<file path="src/common/ic2h_map.vh">
// register map, field positions and command codes of the i2c host sequencer
`ifndef IC2H_MAP_VH
`define IC2H_MAP_VH
// ****************************************
// device register indices on the device port
// ****************************************
`define IC2H_DEV_DIV 3'h0
`define IC2H_DEV_OWN 3'h1
`define IC2H_DEV_CTRL 3'h2
`define IC2H_DEV_STAT 3'h3
`define IC2H_DEV_DATA 3'h4
// ****************************************
// device control and status bits
// ****************************************
`define IC2H_CB_EN 7
`define IC2H_CB_IEN 6
`define IC2H_CB_MASTER_SELECT_BIT 5
`define IC2H_CB_MTX 4
`define IC2H_SB_ICF 7
`define IC2H_SB_ADDRESSED_AS_SLAVE_FLAG 6
`define IC2H_SB_IBB 5
`define IC2H_SB_IAL 4
`define IC2H_SB_SRW 2
`define IC2H_SB_IIF 1
`define IC2H_SB_RECEIVED_ACK_BIT 0
`define IC2H_CTRL_OFF 8'h00
`define IC2H_CTRL_RECOVER 8'hA0
`define IC2H_STAT_CLR_MASK 8'hED
// ****************************************
// host registers on axi4-lite (byte addresses)
// ****************************************
`define IC2H_A_CMD 8'h00
`define IC2H_A_CFG 8'h04
`define IC2H_A_TX 8'h08
`define IC2H_A_RX 8'h0C
`define IC2H_A_STAT 8'h10
`define IC2H_CFG_RESET 32'h0000_0000
// ****************************************
// commands
// ****************************************
`define IC2H_OP_INIT 3'h1
`define IC2H_OP_START 3'h2
`define IC2H_OP_WRITE 3'h3
`define IC2H_OP_READ 3'h4
`define IC2H_OP_STOP 3'h5
`define IC2H_OP_SLAVE 3'h6
`define IC2H_RESP_OKAY 2'h0
`define IC2H_RESP_SLVERR 2'h2
`endif

</file>
<file path="src/rtl/ic2h_top.v">
// i2c host sequencer: axi4-lite command registers driving the controller's registers
//
// Summary of operation
// - program clock divider before any transfer
// - program own slave address at init
// - set module enable before serial transfers
// - then choose master, direction, interrupt enable
// - stuck busy: run six-step stop recovery
// - wait bus idle before requesting start
// - first data byte is address plus direction
// - after address, poll until bus busy
// - clear pending flag first on service
// - poll pending flag, not byte complete
// - after address cycle, read switches to receive
// - addressed as slave: direction follows slave bit
// - slave data cycles ignore slave direction bit
// - check acknowledge after each transmitted byte
`include "ic2h_map.vh"
module ic2h_top #(
  parameter ADDR_W = 8
) (
  // clock, reset, enable
  input wire clock,
  input wire rst,
  input wire ce,
  // axi4-lite write channels
  input wire [ADDR_W-1:0] s_axi_awaddr,
  input wire s_axi_awvalid,
  output reg s_axi_awready,
  input wire [31:0] s_axi_wdata,
  input wire [3:0] s_axi_wstrb,
  input wire s_axi_wvalid,
  output reg s_axi_wready,
  output reg [1:0] s_axi_bresp,
  output reg s_axi_bvalid,
  input wire s_axi_bready,
  // axi4-lite read channels
  input wire [ADDR_W-1:0] s_axi_araddr,
  input wire s_axi_arvalid,
  output reg s_axi_arready,
  output reg [31:0] s_axi_rdata,
  output reg [1:0] s_axi_rresp,
  output reg s_axi_rvalid,
  input wire s_axi_rready,
  // device register port
  output wire dev_req,
  output wire dev_we,
  output wire [2:0] dev_addr,
  output wire [7:0] dev_wdata,
  input wire dev_ack,
  input wire [7:0] dev_rdata,
  input wire dev_irq
);
  localparam S_IDLE = 5'd0;
  localparam S_I_DIV = 5'd1;
  localparam S_I_ADR = 5'd2;
  localparam S_I_EN = 5'd3;
  localparam S_I_CHK = 5'd4;
  localparam S_R1 = 5'd5;
  localparam S_R2 = 5'd6;
  localparam S_R3 = 5'd7;
  localparam S_R4 = 5'd8;
  localparam S_R5 = 5'd9;
  localparam S_R6 = 5'd10;
  localparam S_I_MODE = 5'd11;
  localparam S_S_POLL = 5'd12;
  localparam S_S_TX = 5'd13;
  localparam S_S_MS = 5'd14;
  localparam S_S_AD = 5'd15;
  localparam S_S_BB = 5'd16;
  localparam S_W_IRQ = 5'd17;
  localparam S_W_ST = 5'd18;
  localparam S_W_CLR = 5'd19;
  localparam S_S_RX = 5'd20;
  localparam S_S_DUM = 5'd21;
  localparam S_X_DAT = 5'd22;
  localparam S_Q_DAT = 5'd23;
  localparam S_P = 5'd24;
  localparam S_V_MTX = 5'd25;

  reg [4:0] state_reg;
  reg [2:0] op_reg;
  reg pend_reg;
  reg [7:0] div_reg;
  reg [7:0] own_reg;
  reg ien_reg;
  reg [7:0] tx_reg;
  reg [7:0] rx_reg;
  reg [7:0] st_reg;
  reg done_flag_reg;
  reg nack_reg;
  reg arb_reg;
  reg stuck_reg;
  reg addressed_as_slave_flag_reg;
  reg srw_reg;
  reg irq_m_reg;
  reg irq_s_reg;
  reg aw_have_reg;
  reg w_have_reg;
  reg [ADDR_W-1:0] aw_addr_reg;
  reg [31:0] w_data_reg;
  reg [3:0] w_strb_reg;
  reg acc_we;
  reg [2:0] acc_addr;
  reg [7:0] acc_wdata;
  reg acc_need;
  wire acc_done;
  wire [7:0] acc_rdata;
  wire acc_go;
  wire busy;

  // control byte from the enable, interrupt choice and mode bits
  function [7:0] ctrl_byte;
    input module_enable_bit;
    input master_select_bit;
    input transmit_select_bit;
    begin
      ctrl_byte = 8'h00;
      ctrl_byte[`IC2H_CB_EN] = 1'b1;
      ctrl_byte[`IC2H_CB_IEN] = module_enable_bit;
      ctrl_byte[`IC2H_CB_MASTER_SELECT_BIT] = master_select_bit;
      ctrl_byte[`IC2H_CB_MTX] = transmit_select_bit;
    end
  endfunction

  // word-aligned byte address of a byte address
  function [ADDR_W-1:0] word_addr;
    input [ADDR_W-1:0] a;
    begin
      word_addr = {a[ADDR_W-1:2], 2'b00};
    end
  endfunction

  assign busy = (state_reg != S_IDLE);
  assign acc_go = acc_need && !pend_reg;

  // ****************************************
  // device access for each step
  // ****************************************
  always @*
  begin
    acc_need = 1'b1;
    acc_we = 1'b1;
    acc_addr = `IC2H_DEV_CTRL;
    acc_wdata = 8'h00;
    case (state_reg)
      S_I_DIV:
      begin
        acc_addr = `IC2H_DEV_DIV;
        acc_wdata = div_reg;
      end
      S_I_ADR:
      begin
        acc_addr = `IC2H_DEV_OWN;
        acc_wdata = own_reg;
      end
      S_I_EN, S_R6:
      begin
        acc_wdata = 8'h00;
        acc_wdata[`IC2H_CB_EN] = 1'b1;
      end
      S_I_CHK, S_S_POLL, S_S_BB, S_W_ST:
      begin
        acc_we = 1'b0;
        acc_addr = `IC2H_DEV_STAT;
      end
      S_R1, S_R5:
        acc_wdata = `IC2H_CTRL_OFF;
      S_R2:
        acc_wdata = `IC2H_CTRL_RECOVER;
      S_R3, S_S_DUM, S_Q_DAT:
      begin
        acc_we = 1'b0;
        acc_addr = `IC2H_DEV_DATA;
      end
      S_R4:
      begin
        acc_addr = `IC2H_DEV_STAT;
        acc_wdata = 8'h00;
      end
      S_I_MODE, S_P:
        acc_wdata = ctrl_byte(ien_reg, 1'b0, 1'b0);
      S_S_TX:
        acc_wdata = ctrl_byte(ien_reg, 1'b0, 1'b1);
      S_S_MS:
        acc_wdata = ctrl_byte(ien_reg, 1'b1, 1'b1);
      S_S_AD, S_X_DAT:
      begin
        acc_addr = `IC2H_DEV_DATA;
        acc_wdata = tx_reg;
      end
      S_W_CLR:
      begin
        acc_addr = `IC2H_DEV_STAT;
        acc_wdata = st_reg & `IC2H_STAT_CLR_MASK;
      end
      S_S_RX:
        acc_wdata = ctrl_byte(ien_reg, 1'b1, 1'b0);
      S_V_MTX:
        acc_wdata = ctrl_byte(ien_reg, 1'b0, srw_reg);
      default:
        acc_need = 1'b0;
    endcase
  end

  ic2h_devport u_port (
    .clock(clock),
    .rst(rst),
    .ce(ce),
    .go(acc_go),
    .acc_we(acc_we),
    .acc_addr(acc_addr),
    .acc_wdata(acc_wdata),
    .done(acc_done),
    .rdata_reg(acc_rdata),
    .dev_req(dev_req),
    .dev_we(dev_we),
    .dev_addr(dev_addr),
    .dev_wdata(dev_wdata),
    .dev_ack(dev_ack),
    .dev_rdata(dev_rdata)
  );

  // ****************************************
  // sequencer
  // ****************************************
  // a command written while busy is dropped; software waits for the done flag
  always @(posedge clock)
  begin
    if (rst)
    begin
      state_reg <= S_IDLE;
      op_reg <= 3'h0;
      pend_reg <= 1'b0;
      rx_reg <= 8'h00;
      st_reg <= 8'h00;
      done_flag_reg <= 1'b0;
      nack_reg <= 1'b0;
      arb_reg <= 1'b0;
      stuck_reg <= 1'b0;
      addressed_as_slave_flag_reg <= 1'b0;
      srw_reg <= 1'b0;
      irq_m_reg <= 1'b0;
      irq_s_reg <= 1'b0;
    end
    else if (ce)
    begin
      irq_m_reg <= dev_irq;
      irq_s_reg <= irq_m_reg;
      if (acc_go)
        pend_reg <= 1'b1;
      if (state_reg == S_IDLE)
      begin
        if (aw_have_reg && w_have_reg && !s_axi_bvalid && w_strb_reg[0] &&
            word_addr(aw_addr_reg) == `IC2H_A_CMD)
        begin
          case (w_data_reg[2:0])
            `IC2H_OP_INIT: state_reg <= S_I_DIV;
            `IC2H_OP_START: state_reg <= S_S_POLL;
            `IC2H_OP_WRITE: state_reg <= S_X_DAT;
            `IC2H_OP_READ: state_reg <= S_W_IRQ;
            `IC2H_OP_STOP: state_reg <= S_P;
            `IC2H_OP_SLAVE: state_reg <= S_W_IRQ;
            default: state_reg <= S_IDLE;
          endcase
          op_reg <= w_data_reg[2:0];
          done_flag_reg <= 1'b0;
        end
      end
      else if (state_reg == S_W_IRQ)
      begin
        if (!ien_reg || irq_s_reg)
          state_reg <= S_W_ST;
      end
      else if (pend_reg && acc_done)
      begin
        pend_reg <= 1'b0;
        case (state_reg)
          S_I_DIV: state_reg <= S_I_ADR;
          S_I_ADR: state_reg <= S_I_EN;
          S_I_EN: state_reg <= S_I_CHK;
          S_I_CHK:
          begin
            stuck_reg <= acc_rdata[`IC2H_SB_IBB];
            state_reg <= acc_rdata[`IC2H_SB_IBB] ? S_R1 : S_I_MODE;
          end
          S_R1: state_reg <= S_R2;
          S_R2: state_reg <= S_R3;
          S_R3: state_reg <= S_R4;
          S_R4: state_reg <= S_R5;
          S_R5: state_reg <= S_R6;
          S_R6: state_reg <= S_I_MODE;
          S_S_POLL:
            state_reg <= acc_rdata[`IC2H_SB_IBB] ? S_S_POLL : S_S_TX;
          S_S_TX: state_reg <= S_S_MS;
          S_S_MS: state_reg <= S_S_AD;
          S_S_AD: state_reg <= S_S_BB;
          S_S_BB:
            state_reg <= acc_rdata[`IC2H_SB_IBB] ? S_W_IRQ : S_S_BB;
          S_W_ST:
          begin
            // pending flag survives arbitration loss, byte complete does not
            if (acc_rdata[`IC2H_SB_IIF])
            begin
              st_reg <= acc_rdata;
              nack_reg <= acc_rdata[`IC2H_SB_RECEIVED_ACK_BIT];
              arb_reg <= acc_rdata[`IC2H_SB_IAL];
              addressed_as_slave_flag_reg <= acc_rdata[`IC2H_SB_ADDRESSED_AS_SLAVE_FLAG];
              srw_reg <= acc_rdata[`IC2H_SB_SRW];
              state_reg <= S_W_CLR;
            end
          end
          S_W_CLR:
          begin
            if (st_reg[`IC2H_SB_IAL])
              state_reg <= S_IDLE;
            else if (op_reg == `IC2H_OP_START)
              state_reg <= (tx_reg[0] && !nack_reg) ? S_S_RX : S_IDLE;
            else if (op_reg == `IC2H_OP_READ)
              state_reg <= S_Q_DAT;
            else if (op_reg == `IC2H_OP_SLAVE)
              state_reg <= st_reg[`IC2H_SB_ADDRESSED_AS_SLAVE_FLAG] ? S_V_MTX : S_IDLE;
            else
              state_reg <= S_IDLE;
            if (st_reg[`IC2H_SB_IAL] || op_reg == `IC2H_OP_WRITE ||
                (op_reg == `IC2H_OP_SLAVE && !st_reg[`IC2H_SB_ADDRESSED_AS_SLAVE_FLAG]) ||
                (op_reg == `IC2H_OP_START && !(tx_reg[0] && !nack_reg)))
              done_flag_reg <= 1'b1;
          end
          S_S_RX: state_reg <= S_S_DUM;
          S_X_DAT: state_reg <= S_W_IRQ;
          S_Q_DAT:
          begin
            rx_reg <= acc_rdata;
            state_reg <= S_IDLE;
          end
          default: state_reg <= S_IDLE;
        endcase
        if (state_reg == S_I_MODE || state_reg == S_S_DUM || state_reg == S_Q_DAT ||
            state_reg == S_P || state_reg == S_V_MTX)
        begin
          state_reg <= S_IDLE;
          done_flag_reg <= 1'b1;
        end
      end
    end
  end

  // ****************************************
  // axi4-lite write path
  // ****************************************
  always @(posedge clock)
  begin
    if (rst)
    begin
      s_axi_awready <= 1'b1;
      s_axi_wready <= 1'b1;
      s_axi_bvalid <= 1'b0;
      s_axi_bresp <= `IC2H_RESP_OKAY;
      aw_have_reg <= 1'b0;
      w_have_reg <= 1'b0;
      aw_addr_reg <= {ADDR_W{1'b0}};
      w_data_reg <= 32'h0000_0000;
      w_strb_reg <= 4'h0;
      div_reg <= 8'h00;
      own_reg <= 8'h00;
      ien_reg <= 1'b0;
      tx_reg <= 8'h00;
    end
    else if (ce)
    begin
      if (s_axi_awvalid && s_axi_awready)
      begin
        aw_addr_reg <= s_axi_awaddr;
        aw_have_reg <= 1'b1;
        s_axi_awready <= 1'b0;
      end
      if (s_axi_wvalid && s_axi_wready)
      begin
        w_data_reg <= s_axi_wdata;
        w_strb_reg <= s_axi_wstrb;
        w_have_reg <= 1'b1;
        s_axi_wready <= 1'b0;
      end
      if (aw_have_reg && w_have_reg && !s_axi_bvalid)
      begin
        aw_have_reg <= 1'b0;
        w_have_reg <= 1'b0;
        s_axi_bvalid <= 1'b1;
        s_axi_bresp <= `IC2H_RESP_OKAY;
        case (word_addr(aw_addr_reg))
          `IC2H_A_CMD: ;
          `IC2H_A_CFG:
          begin
            if (w_strb_reg[0] && !busy)
              div_reg <= w_data_reg[7:0];
            if (w_strb_reg[1] && !busy)
              own_reg <= w_data_reg[15:8];
            if (w_strb_reg[2] && !busy)
              ien_reg <= w_data_reg[16];
          end
          `IC2H_A_TX:
            if (w_strb_reg[0] && !busy)
              tx_reg <= w_data_reg[7:0];
          `IC2H_A_RX, `IC2H_A_STAT: ;
          default: s_axi_bresp <= `IC2H_RESP_SLVERR;
        endcase
      end
      if (s_axi_bvalid && s_axi_bready)
      begin
        s_axi_bvalid <= 1'b0;
        s_axi_awready <= 1'b1;
        s_axi_wready <= 1'b1;
      end
    end
  end

  // ****************************************
  // axi4-lite read path
  // ****************************************
  always @(posedge clock)
  begin
    if (rst)
    begin
      s_axi_arready <= 1'b1;
      s_axi_rvalid <= 1'b0;
      s_axi_rdata <= 32'h0000_0000;
      s_axi_rresp <= `IC2H_RESP_OKAY;
    end
    else if (ce)
    begin
      if (s_axi_arvalid && s_axi_arready)
      begin
        s_axi_arready <= 1'b0;
        s_axi_rvalid <= 1'b1;
        s_axi_rresp <= `IC2H_RESP_OKAY;
        s_axi_rdata <= 32'h0000_0000;
        case (word_addr(s_axi_araddr))
          `IC2H_A_CMD: s_axi_rdata <= {29'h0000_0000, op_reg};
          `IC2H_A_CFG: s_axi_rdata <= {15'h0000, ien_reg, own_reg, div_reg};
          `IC2H_A_TX: s_axi_rdata <= {24'h00_0000, tx_reg};
          `IC2H_A_RX: s_axi_rdata <= {24'h00_0000, rx_reg};
          `IC2H_A_STAT:
            s_axi_rdata <= {16'h0000, st_reg, 1'b0, srw_reg, addressed_as_slave_flag_reg, stuck_reg,
                            arb_reg, nack_reg, done_flag_reg, busy};
          default: s_axi_rresp <= `IC2H_RESP_SLVERR;
        endcase
      end
      if (s_axi_rvalid && s_axi_rready)
      begin
        s_axi_rvalid <= 1'b0;
        s_axi_arready <= 1'b1;
      end
    end
  end
endmodule // ic2h_top

</file>
<file path="src/rtl/ic2h_devport.v">
// four-phase register access engine toward the device register port
module ic2h_devport (
  // clock, reset, enable
  input wire clock,
  input wire rst,
  input wire ce,
  // request from the sequencer
  input wire go,
  input wire acc_we,
  input wire [2:0] acc_addr,
  input wire [7:0] acc_wdata,
  output reg done,
  output reg [7:0] rdata_reg,
  // device register port
  output reg dev_req,
  output reg dev_we,
  output reg [2:0] dev_addr,
  output reg [7:0] dev_wdata,
  input wire dev_ack,
  input wire [7:0] dev_rdata
);
  reg ack_m_reg;
  reg ack_s_reg;
  reg [7:0] rd_m_reg;
  reg [7:0] rd_s_reg;
  reg phase_reg;

  // ****************************************
  // synchronisers
  // ****************************************
  always @(posedge clock)
  begin
    if (rst)
    begin
      ack_m_reg <= 1'b0;
      ack_s_reg <= 1'b0;
      rd_m_reg <= 8'h00;
      rd_s_reg <= 8'h00;
    end
    else if (ce)
    begin
      ack_m_reg <= dev_ack;
      ack_s_reg <= ack_m_reg;
      rd_m_reg <= dev_rdata;
      rd_s_reg <= rd_m_reg;
    end
  end

  // ****************************************
  // handshake
  // ****************************************
  // read data is sampled only while ack stands, so it has been stable for two edges
  always @(posedge clock)
  begin
    if (rst)
    begin
      done <= 1'b0;
      rdata_reg <= 8'h00;
      dev_req <= 1'b0;
      dev_we <= 1'b0;
      dev_addr <= 3'h0;
      dev_wdata <= 8'h00;
      phase_reg <= 1'b0;
    end
    else if (ce)
    begin
      done <= 1'b0;
      if (go && !dev_req && !phase_reg)
      begin
        dev_req <= 1'b1;
        dev_we <= acc_we;
        dev_addr <= acc_addr;
        dev_wdata <= acc_wdata;
      end
      else if (dev_req && ack_s_reg)
      begin
        rdata_reg <= rd_s_reg;
        dev_req <= 1'b0;
        phase_reg <= 1'b1;
      end
      else if (phase_reg && !ack_s_reg)
      begin
        phase_reg <= 1'b0;
        done <= 1'b1;
      end
    end
  end
endmodule // ic2h_devport

</file>
<file path="config.mk">
export PLATFORM = sky130hd
export DESIGN_NAME = ic2h_top
export DESIGN_NICKNAME = d
export VERILOG_FILES = /design/src/rtl/ic2h_top.v /design/src/rtl/ic2h_devport.v
export VERILOG_INCLUDE_DIRS = /design/src /design/src/common
export SDC_FILE = /design/constraint.sdc
export NUM_CORES = 1
export LEC_CHECK = 0
export BUFFER_PORTS_ARGS = -buffer_cell sky130_fd_sc_hd__buf_2
export CAP_MARGIN = 20
export CORE_ASPECT_RATIO = 0.8
export CORE_MARGIN = 2
export CORE_UTILIZATION = 55
export CTS_BUF_LIST = sky130_fd_sc_hd__clkbuf_4 sky130_fd_sc_hd__clkbuf_8
export CTS_CLUSTER_SIZE = 10
export DETAILED_ROUTE_END_ITERATION = 10
export MAX_ROUTING_LAYER = met4
export PLACE_DENSITY_LB_ADDON = 0.2
export SYNTH_ARGS = -nofsm -noshare
export SYNTH_HDL_FRONTEND = slang
export SYNTH_SLANG_ARGS = --single-unit
export TNS_END_PERCENT = 30
</file>
<file path="constraint.sdc">
create_clock -name clock -period 2.65 [get_ports clock]
set_clock_uncertainty 0.1 [all_clocks]
set_input_delay 0.53 -clock clock [delete_from_list [all_inputs] [get_ports clock]]
set_output_delay 0.53 -clock clock [all_outputs]
set_load 0.02 [all_outputs]
</file>
==> Flow_metrics.wiki, run 1 <==
{| class="wikitable"
! Metric !! Value
|-
| Result of the run || finished, final reports clean
|-
| Number of warning messages in the yosys log || 0
|-
| Final estimated routing congestion in global placement || 0.989
|-
| Share of layout cells above drive strength 1 || 0.207
|-
| Total internal power || slightly above 4000 uW
|-
| Final total negative setup slack || 0 ns
|-
| Clock root buffer master || sky130_fd_sc_hd__clkbuf_8
|-
| IO Port Bufs || 86
|-
| Minimum setup slack among reg-to-reg paths || 0.42 ns
|-
| Number of detailed-routing iterations run before antenna repair || 6
|-
| Sw power || around 2500 uW
|-
| Number of global-route vias before repair || approximately 5.4k
|-
| FILL cells || between 1k and 1.5k
|-
| Part of the Yosys area used for sequential elements || 0.423
|-
| Non-filler instance count after layout || 1037
|-
| Die boundary height || roughly 100 um
|-
| Number of storage elements in the synthesis netlist || between 100 and 150
|-
| Count of final setup violators || 0
|-
| Overall routing resource usage || 0.292
|-
| Count of flip-flops with a built-in enable after synthesis || 0
|-
| Total Power Consumption || between 6000 and 7000 uW
|-
| Most common cell after layout, fill and taps aside || sky130_fd_sc_hd__dfxtp_1
|-
| Remaining global-route overflow || 0
|-
| Final cycle utilization of the critical path || 0.840
|-
| Global-route wire length before repair || roughly 29000 um
|-
| H-tree depth reported by CTS || 4
|-
| Gate count of the mapped netlist || approximately 780
|-
| Dominant register cell in the synthesized netlist || sky130_fd_sc_hd__dfxtp_1
|-
| Vias per Instance || just under 6
|-
| Sequential power share || 0.382
|-
| Number of nets in the layout || 923
|-
| Post-synthesis average cell area || about 9 sq um
|-
| Top fanout value on the critical path || 8
|-
| Starting density of the core || 0.567
|-
| Placed Cells incl. Taps || roughly 1.0k
|-
| Type of the setup path with the least slack || flop to flop
|-
| Hold Crit Class || primary input to flop
|-
| CTS Hold Buffers Added || 0
|-
| Crit start category || flop
|-
| RSZ-0062 raised after global routing || false
|-
| PostCTS Resize Cnt || 0
|-
| Largest net degree at the start of global routing || 55
|-
| Pwr per Cell Area || 835 nW/um^2
|-
| Number of clock buffers inserted by TritonCTS || 17
|-
| Clock slew seen by the registers of the worst setup and hold paths || approximately 0.090 ns
|-
| Clock tree buffer depth || 2
|-
| Part of the power in the clock network || 0.288
|-
| Final critical path time including I/O delays and setup || 2.23 ns
|-
| N_diodes || 0
|-
| Type of destination of the critical path || flop
|-
| Total standard cell area after synthesis || approximately 7000 sq um
|-
| Area of the die || 13600 sq um
|-
| Leakage power total || 0.00337 uW
|-
| Number of remaining DRC errors || 0
|-
| Worst slack at placement || 0.247 ns
|-
| Req. time, crit path || 2.89 ns
|-
| Worst VDD drop || roughly 0.00049 V
|-
| Detailed placer's ending HPWL || 13800 um
|-
| Initial antenna violation count || 0
|-
| Via Count || ~6.1k
|-
| Gate power share || 0.330
|-
| CTS tree || done
|-
| Clock sinks || between 100 and 150
|-
| Antenna violation net count after detailed routing || 0
|-
| Chip width || about 130 um
|-
| Timing-limited maximum frequency || between 400 and 500 MHz
|-
| Starting DRT DRC Count || 511
|-
| Post-CTS setup repair buffer count || 0
|-
| Critical Path AT || 2.47 ns
|-
| Count of pins on the block boundary || between 100 and 150
|-
| Commonest cells after routing, fill and taps aside || 147 x sky130_fd_sc_hd__dfxtp_1, 122 x sky130_fd_sc_hd__nor2_1, 85 x sky130_fd_sc_hd__buf_2
|-
| Remaining max-slew budget at the tightest pin || 0.568
|-
| Clock insertion delay at the later pin of the skew report || roughly 0.47 ns
|-
| Worst Setup Slack, final || around 0.42 ns
|-
| Count of standard-cell rows || 36
|-
| Layout-stage area growth over the synthesis result || 14.1%
|-
| DR WL/cell || around 18 um
|-
| Switching power share of the total || 0.380
|-
| Reported max-cap violation count || 0
|-
| Placeable core region || approximately 12000 sq um
|-
| Async S/R FF share, synth || 0
|-
| Number of slew-limit violations in the final report || 0
|-
| Hold Fails Final Rpt || 0
|-
| Tightest Pin Transition || 0.646 ns
|-
| Wire length after detailed routing || 18900 um
|-
| Number of distinct standard cells referenced by the synthesized netlist || 75
|-
| Worst Hold Margin || between 0.15 and 0.2 ns
|}
## worst paths after layout
check             cells after the start                from                  end
setup / recovery                      5        state_reg[4]  u_port.dev_wdata[3]
setup reg to reg                      5        state_reg[4]  u_port.dev_wdata[3]
hold reg to reg                       2  u_port.dev_addr[1]   u_port.dev_addr[1]
hold / removal                        3     s_axi_awaddr[7]       aw_addr_reg[7]
## area by class of cell
| type | count | area, sq um | share of cell area |
|---|---|---|---|
| clock buffer | 17 | 234 | 0.0295 |
| clock inverter | 15 | 200 | 0.0252 |
| inverter | 11 | 41.3 | 0.00521 |
| multi-input combinational | 561 | 3620 | 0.457 |
| sequential | 147 | 2940 | 0.371 |
| tap | 171 | 214 | 0.0270 |
| timing repair buffer | 115 | 676 | 0.0852 |
## synthesized netlist by cell type (3+ instances only)
| master | n | area share |
|---|---|---|
| sky130_fd_sc_hd__dfxtp_1 | 147 | 0.42 |
| sky130_fd_sc_hd__nor2_1 | 122 | 0.066 |
| sky130_fd_sc_hd__mux2i_1 | 83 | 0.12 |
| sky130_fd_sc_hd__nand2_1 | 75 | 0.040 |
| sky130_fd_sc_hd__a21oi_1 | 47 | 0.034 |
| sky130_fd_sc_hd__clkbuf_1 | 38 | 0.021 |
| sky130_fd_sc_hd__buf_4 | 22 | 0.024 |
| sky130_fd_sc_hd__buf_2 | 16 | 0.012 |
| sky130_fd_sc_hd__nor3_1 | 16 | 0.012 |
| sky130_fd_sc_hd__o21ai_0 | 16 | 0.012 |
| sky130_fd_sc_hd__inv_1 | 11 | 0.0059 |
| sky130_fd_sc_hd__a211oi_1 | 10 | 0.011 |
| sky130_fd_sc_hd__nand3_1 | 10 | 0.0072 |
| sky130_fd_sc_hd__nor2b_1 | 10 | 0.0090 |
| sky130_fd_sc_hd__a221oi_1 | 9 | 0.011 |
| sky130_fd_sc_hd__and3_1 | 9 | 0.0081 |
| sky130_fd_sc_hd__nand2b_1 | 8 | 0.0072 |
| sky130_fd_sc_hd__a21o_1 | 7 | 0.0076 |
| sky130_fd_sc_hd__a222oi_1 | 6 | 0.0086 |
| sky130_fd_sc_hd__a22oi_1 | 6 | 0.0065 |
| sky130_fd_sc_hd__a22o_1 | 5 | 0.0063 |
| sky130_fd_sc_hd__a311oi_1 | 5 | 0.0063 |
| sky130_fd_sc_hd__a32oi_1 | 5 | 0.0063 |
| sky130_fd_sc_hd__a31oi_1 | 4 | 0.0036 |
| sky130_fd_sc_hd__nand3b_1 | 4 | 0.0043 |
| sky130_fd_sc_hd__nand4_1 | 4 | 0.0036 |
| sky130_fd_sc_hd__o211ai_1 | 4 | 0.0043 |
| sky130_fd_sc_hd__o22ai_1 | 4 | 0.0036 |
| sky130_fd_sc_hd__a211oi_2 | 3 | 0.0054 |
| sky130_fd_sc_hd__a21oi_2 | 3 | 0.0038 |
| sky130_fd_sc_hd__a32o_1 | 3 | 0.0043 |
| sky130_fd_sc_hd__and4b_1 | 3 | 0.0043 |
| sky130_fd_sc_hd__nand4_4 | 3 | 0.0092 |
| sky130_fd_sc_hd__nand4b_1 | 3 | 0.0038 |
| sky130_fd_sc_hd__nor4_1 | 3 | 0.0027 |
| sky130_fd_sc_hd__nor4_4 | 3 | 0.0092 |
| sky130_fd_sc_hd__nor4bb_1 | 3 | 0.0043 |
| sky130_fd_sc_hd__o21a_1 | 3 | 0.0032 |
## critical path, stage by stage, from the launching register on
cell and delay, ns:
sky130_fd_sc_hd__dfxtp_1 0.52, sky130_fd_sc_hd__nor2b_1 0.31, sky130_fd_sc_hd__o311ai_4 0.16, sky130_fd_sc_hd__or4_1 0.68
sky130_fd_sc_hd__a21oi_2 0.25, sky130_fd_sc_hd__a211oi_2 0.08
## per-layer routing
metal  wire length [um]  global-route usage
met3               1670              0.0676
met5                  0                   -
met4                366              0.0968
met1               8490               0.420
met2               8350               0.401
## logic make-up after synthesis
group	Yosys count	share of synthesized area
buffers and inverters	89	0.0639
XOR/XNOR	2	0.00252
flip-flops	147	0.423
other	1	0.000539
multiplexers	85	0.123
AND/OR/NAND/NOR	296	0.218
AO/OA/AOI/OAI	161	0.169
## stage by stage
| stage | cell area [sq um] | util |
|---|---|---|
| 6_report | 7930 | 0.647 |
| 5_1_grt | 7930 | 0.647 |
| 4_1_cts | 7930 | 0.647 |
| 3_5_place_dp | 7500 | 0.612 |
| 3_3_place_gp | 7500 | 0.612 |
| 2_1_floorplan | 7010 | - |
## power by group through the flow
stage	Clock [uW]	Sequential (uW)	Combinational, uW
after floorplan	0	2640	1530
after global placement	0	2570	2130
after detailed placement	0	2580	2160
after CTS	1940	2530	2170
after global routing	2040	2550	2400
final	1910	2530	2190
Power figures use the tool's default switching activity.
==> run 2: changes to the inputs <==
ABC_AREA = 1   (was unset)
CORE_UTILIZATION = 52   (was 55)
clock period = 1.8 ns   (was 2.65 ns; I/O delays follow)
==> run 2 against run 1 <==
Die area is 2.8% higher. Total power is 26% higher. Critical path depth is 5 higher. Register-to-register slack got worse by 0.39 ns. Worst setup slack worse by 0.39 ns. Synthesized area decreased by 2.7%. Fmax increased by 26%. Largest cell class unchanged.
==> Flow_metrics.wiki, run 2 <==
{| class="wikitable"
! Metric !! Value
|-
| Result of the run || finished, final reports clean
|-
| CTS Hold Buffers Added || 0
|-
| Layout-stage area growth over the synthesis result || 27.0%
|-
| Final cycle utilization of the critical path || 0.981
|-
| Type of the setup path with the least slack || flop to flop
|-
| Number of global-route vias before repair || between 5k and 6k
|-
| Largest net degree at the start of global routing || 66
|-
| Part of the power in the clock network || 0.299
|-
| Total Power Consumption || between 8000 and 9000 uW
|-
| Area of the die || 13900 sq um
|-
| Total internal power || ~5600 uW
|-
| Wire length after detailed routing || roughly 19000 um
|-
| Clock root buffer master || sky130_fd_sc_hd__clkbuf_8
|-
| Remaining max-slew budget at the tightest pin || 0.492
|-
| Switching power share of the total || 0.336
|-
| Final estimated routing congestion in global placement || between 1 and 1.5
|-
| Gate power share || 0.275
|-
| Crit start category || flop
|-
| Post-route design area || ~8600 sq um
|-
| Total standard cell area after synthesis || approximately 6800 sq um
|-
| Placed cell area || 7910 sq um
|-
| RSZ-0062 raised after global routing || true
|-
| Starting DRT DRC Count || just under 500
|-
| Initial antenna violation count || 0
|-
| Number of storage elements in the synthesis netlist || roughly 150
|-
| Number of warning messages in the yosys log || 0
|-
| Gate count of the mapped netlist || 966
|-
| N_diodes || 0
|-
| Placed Cells incl. Taps || roughly 1.3k
|-
| Most common cell after layout, fill and taps aside || sky130_fd_sc_hd__nand2_1
|-
| Most frequent cell after synthesis || sky130_fd_sc_hd__nand2_1
|-
| Cell types with the highest counts after synthesis || 202 x sky130_fd_sc_hd__nand2_1, 149 x sky130_fd_sc_hd__nor2_1, 147 x sky130_fd_sc_hd__dfxtp_1
|-
| Timing-limited maximum frequency || 566 MHz
|-
| Final critical path time including I/O delays and setup || 1.77 ns
|-
| Cell type contributing the most total cell area after synthesis || sky130_fd_sc_hd__dfxtp_1
|-
| Global-route wire length before repair || about 30000 um
|-
| Number of remaining DRC errors || 0
|-
| Count of pins on the block boundary || between 100 and 150
|-
| Die boundary height || 106 um
|-
| Fraction of synthesized cell area taken by the top area cell type || 0.435
|-
| Top fanout value on the critical path || 7
|-
| Remaining global-route overflow || 0
|-
| Number of distinct standard cells referenced by the synthesized netlist || 39
|-
| Clock insertion delay at the later pin of the skew report || about 0.44 ns
|-
| Worst Hold Margin || about 0.039 ns
|-
| Antenna violation net count after detailed routing || 0
|-
| Number of slew-limit violations in the final report || 0
|-
| Via Count || between 6k and 7k
|-
| Worst VDD drop || about 0.00073 V
|-
| DR WL/cell || about 14 um
|-
| Clock tree buffer depth || 2
|-
| Clock sinks || 147
|-
| Detailed placer's ending HPWL || between 10000 and 15000 um
|-
| Count of standard-cell rows || 37
|-
| H-tree depth reported by CTS || 4
|-
| IO Port Bufs || 86
|-
| Final core occ || 0.673
|-
| Post-synthesis average cell area || between 7 and 8 sq um
|-
| Part of the Yosys area used for sequential elements || 0.435
|-
| Number of detailed-routing iterations run before antenna repair || 6
|-
| Leakage power total || between 0.003 and 0.004 uW
|-
| CTS tree || done
|-
| Placeable core region || 12800 sq um
|-
| Async S/R FF share, synth || 0
|-
| Critical Path AT || approximately 2.0 ns
|-
| Hold Crit Class || primary input to flop
|-
| Dominant register cell in the synthesized netlist || sky130_fd_sc_hd__dfxtp_1
|-
| Pwr per Cell Area || around 970 nW/um^2
|-
| Type of destination of the critical path || flop
|-
| Req. time, crit path || 2.00 ns
|-
| Chip width || ~130 um
|-
| Hold Fails Final Rpt || 0
|-
| Non-filler instance count after layout || between 1k and 1.5k
|-
| Count of flip-flops with a built-in enable after synthesis || 0
|-
| Number of nets in the layout || 1191
|-
| Overall routing resource usage || 0.276
|-
| Sequential power share || 0.425
|-
| Count of final setup violators || 0
|-
| Commonest cells after routing, fill and taps aside || 192 x sky130_fd_sc_hd__nand2_1, 142 x sky130_fd_sc_hd__dfxtp_1, 139 x sky130_fd_sc_hd__nor2_1
|-
| Reported max-cap violation count || 0
|-
| Vias per Instance || approximately 5.2
|-
| Tightest Pin Transition || 0.762 ns
|-
| Starting density of the core || 0.530
|-
| Leading post-synthesis cells by cell area || sky130_fd_sc_hd__dfxtp_1 43%, sky130_fd_sc_hd__nand2_1 11%, sky130_fd_sc_hd__nor2_1 8.3%
|-
| Sw power || 2810 uW
|-
| Share of layout cells above drive strength 1 || 0.256
|-
| Number of clock buffers inserted by TritonCTS || 17
|-
| Clock slew seen by the registers of the worst setup and hold paths || roughly 0.09 ns
|}
[run 2: cells by family (layout without fill, tap and decap cells)]
family	after synthesis	after routing	share of synthesized area
flops	147	147	0.435
buf+inv	150	301	0.0978
simple gates	467	468	0.302
other cells	1	17	0.000554
compound gates	201	201	0.165
[run 2: layer usage]
metal | routed length [um] | global-route usage | vias up
li1 | - | - | 3459
met4 | 206 | 0.0668 | 0
met2 | 8070 | 0.399 | 209
met3 | 1290 | 0.0553 | 23
met1 | 9140 | 0.398 | 3121
met5 | 0 | - | -
[run 2: power by group through the flow]
stage	logic (uW)	registers, uW	clock network, uW
floorplan	1160	3660	0
global placement	1970	3610	0
detailed placement	1990	3610	0
CTS	2030	3550	2560
global route	2520	3580	2690
finish	2300	3560	2510
[run 2: critical path, cell delays in order, from the launching register on]
cell                      delay [ns]
sky130_fd_sc_hd__dfxtp_4        0.42
sky130_fd_sc_hd__inv_1          0.08
sky130_fd_sc_hd__nand2_2        0.08
sky130_fd_sc_hd__nand2_2        0.07
sky130_fd_sc_hd__nand2_1        0.11
sky130_fd_sc_hd__nand2_2        0.10
sky130_fd_sc_hd__nor2_4         0.13
sky130_fd_sc_hd__nand4_4        0.17
sky130_fd_sc_hd__nand3_4        0.19
sky130_fd_sc_hd__buf_12         0.12
sky130_fd_sc_hd__a21oi_1        0.05
[run 2: final timing paths]
| kind | from | endpoint | slack (ns) | depth (start not counted) |
|---|---|---|---|---|
| hold reg to reg | w_data_reg[14] | w_data_reg[14] | 0.36 | 2 |
| setup reg to reg | state_reg[1] | u_port.dev_req | 0.03 | 10 |
| hold / removal | dev_rdata[6] | u_port.rd_m_reg[6] | 0.04 | 3 |
| setup / recovery | state_reg[1] | u_port.dev_req | 0.03 | 10 |
[run 2: timing repair]
action | CTS | global route
gates cloned | 1 | 1
resized for setup | 10 | 67
pin swaps | 1 | 6
setup buffers | 0 | 3
setup endpoints to repair | 48 | 61
[run 2: area by class of cell]
cell class / instances / area (sq um)
clock inverter: 14 / 145
clock buffer: 18 / 241
multi-input combinational: 686 / 3410
inverter: 90 / 353
fill: 1147 / 4180
tap: 175 / 219
sequential: 147 / 2960
timing repair buffer: 179 / 1260
[run 2: stage by stage]
step                worst slack [ns]  setup TNS, ns
finish                        0.0336              0
global route                 -0.0634         -0.650
CTS                         -0.00592       -0.00592
detailed placement           -0.0686         -0.960
global placement             -0.0889          -1.04
floorplan                     0.0634              0
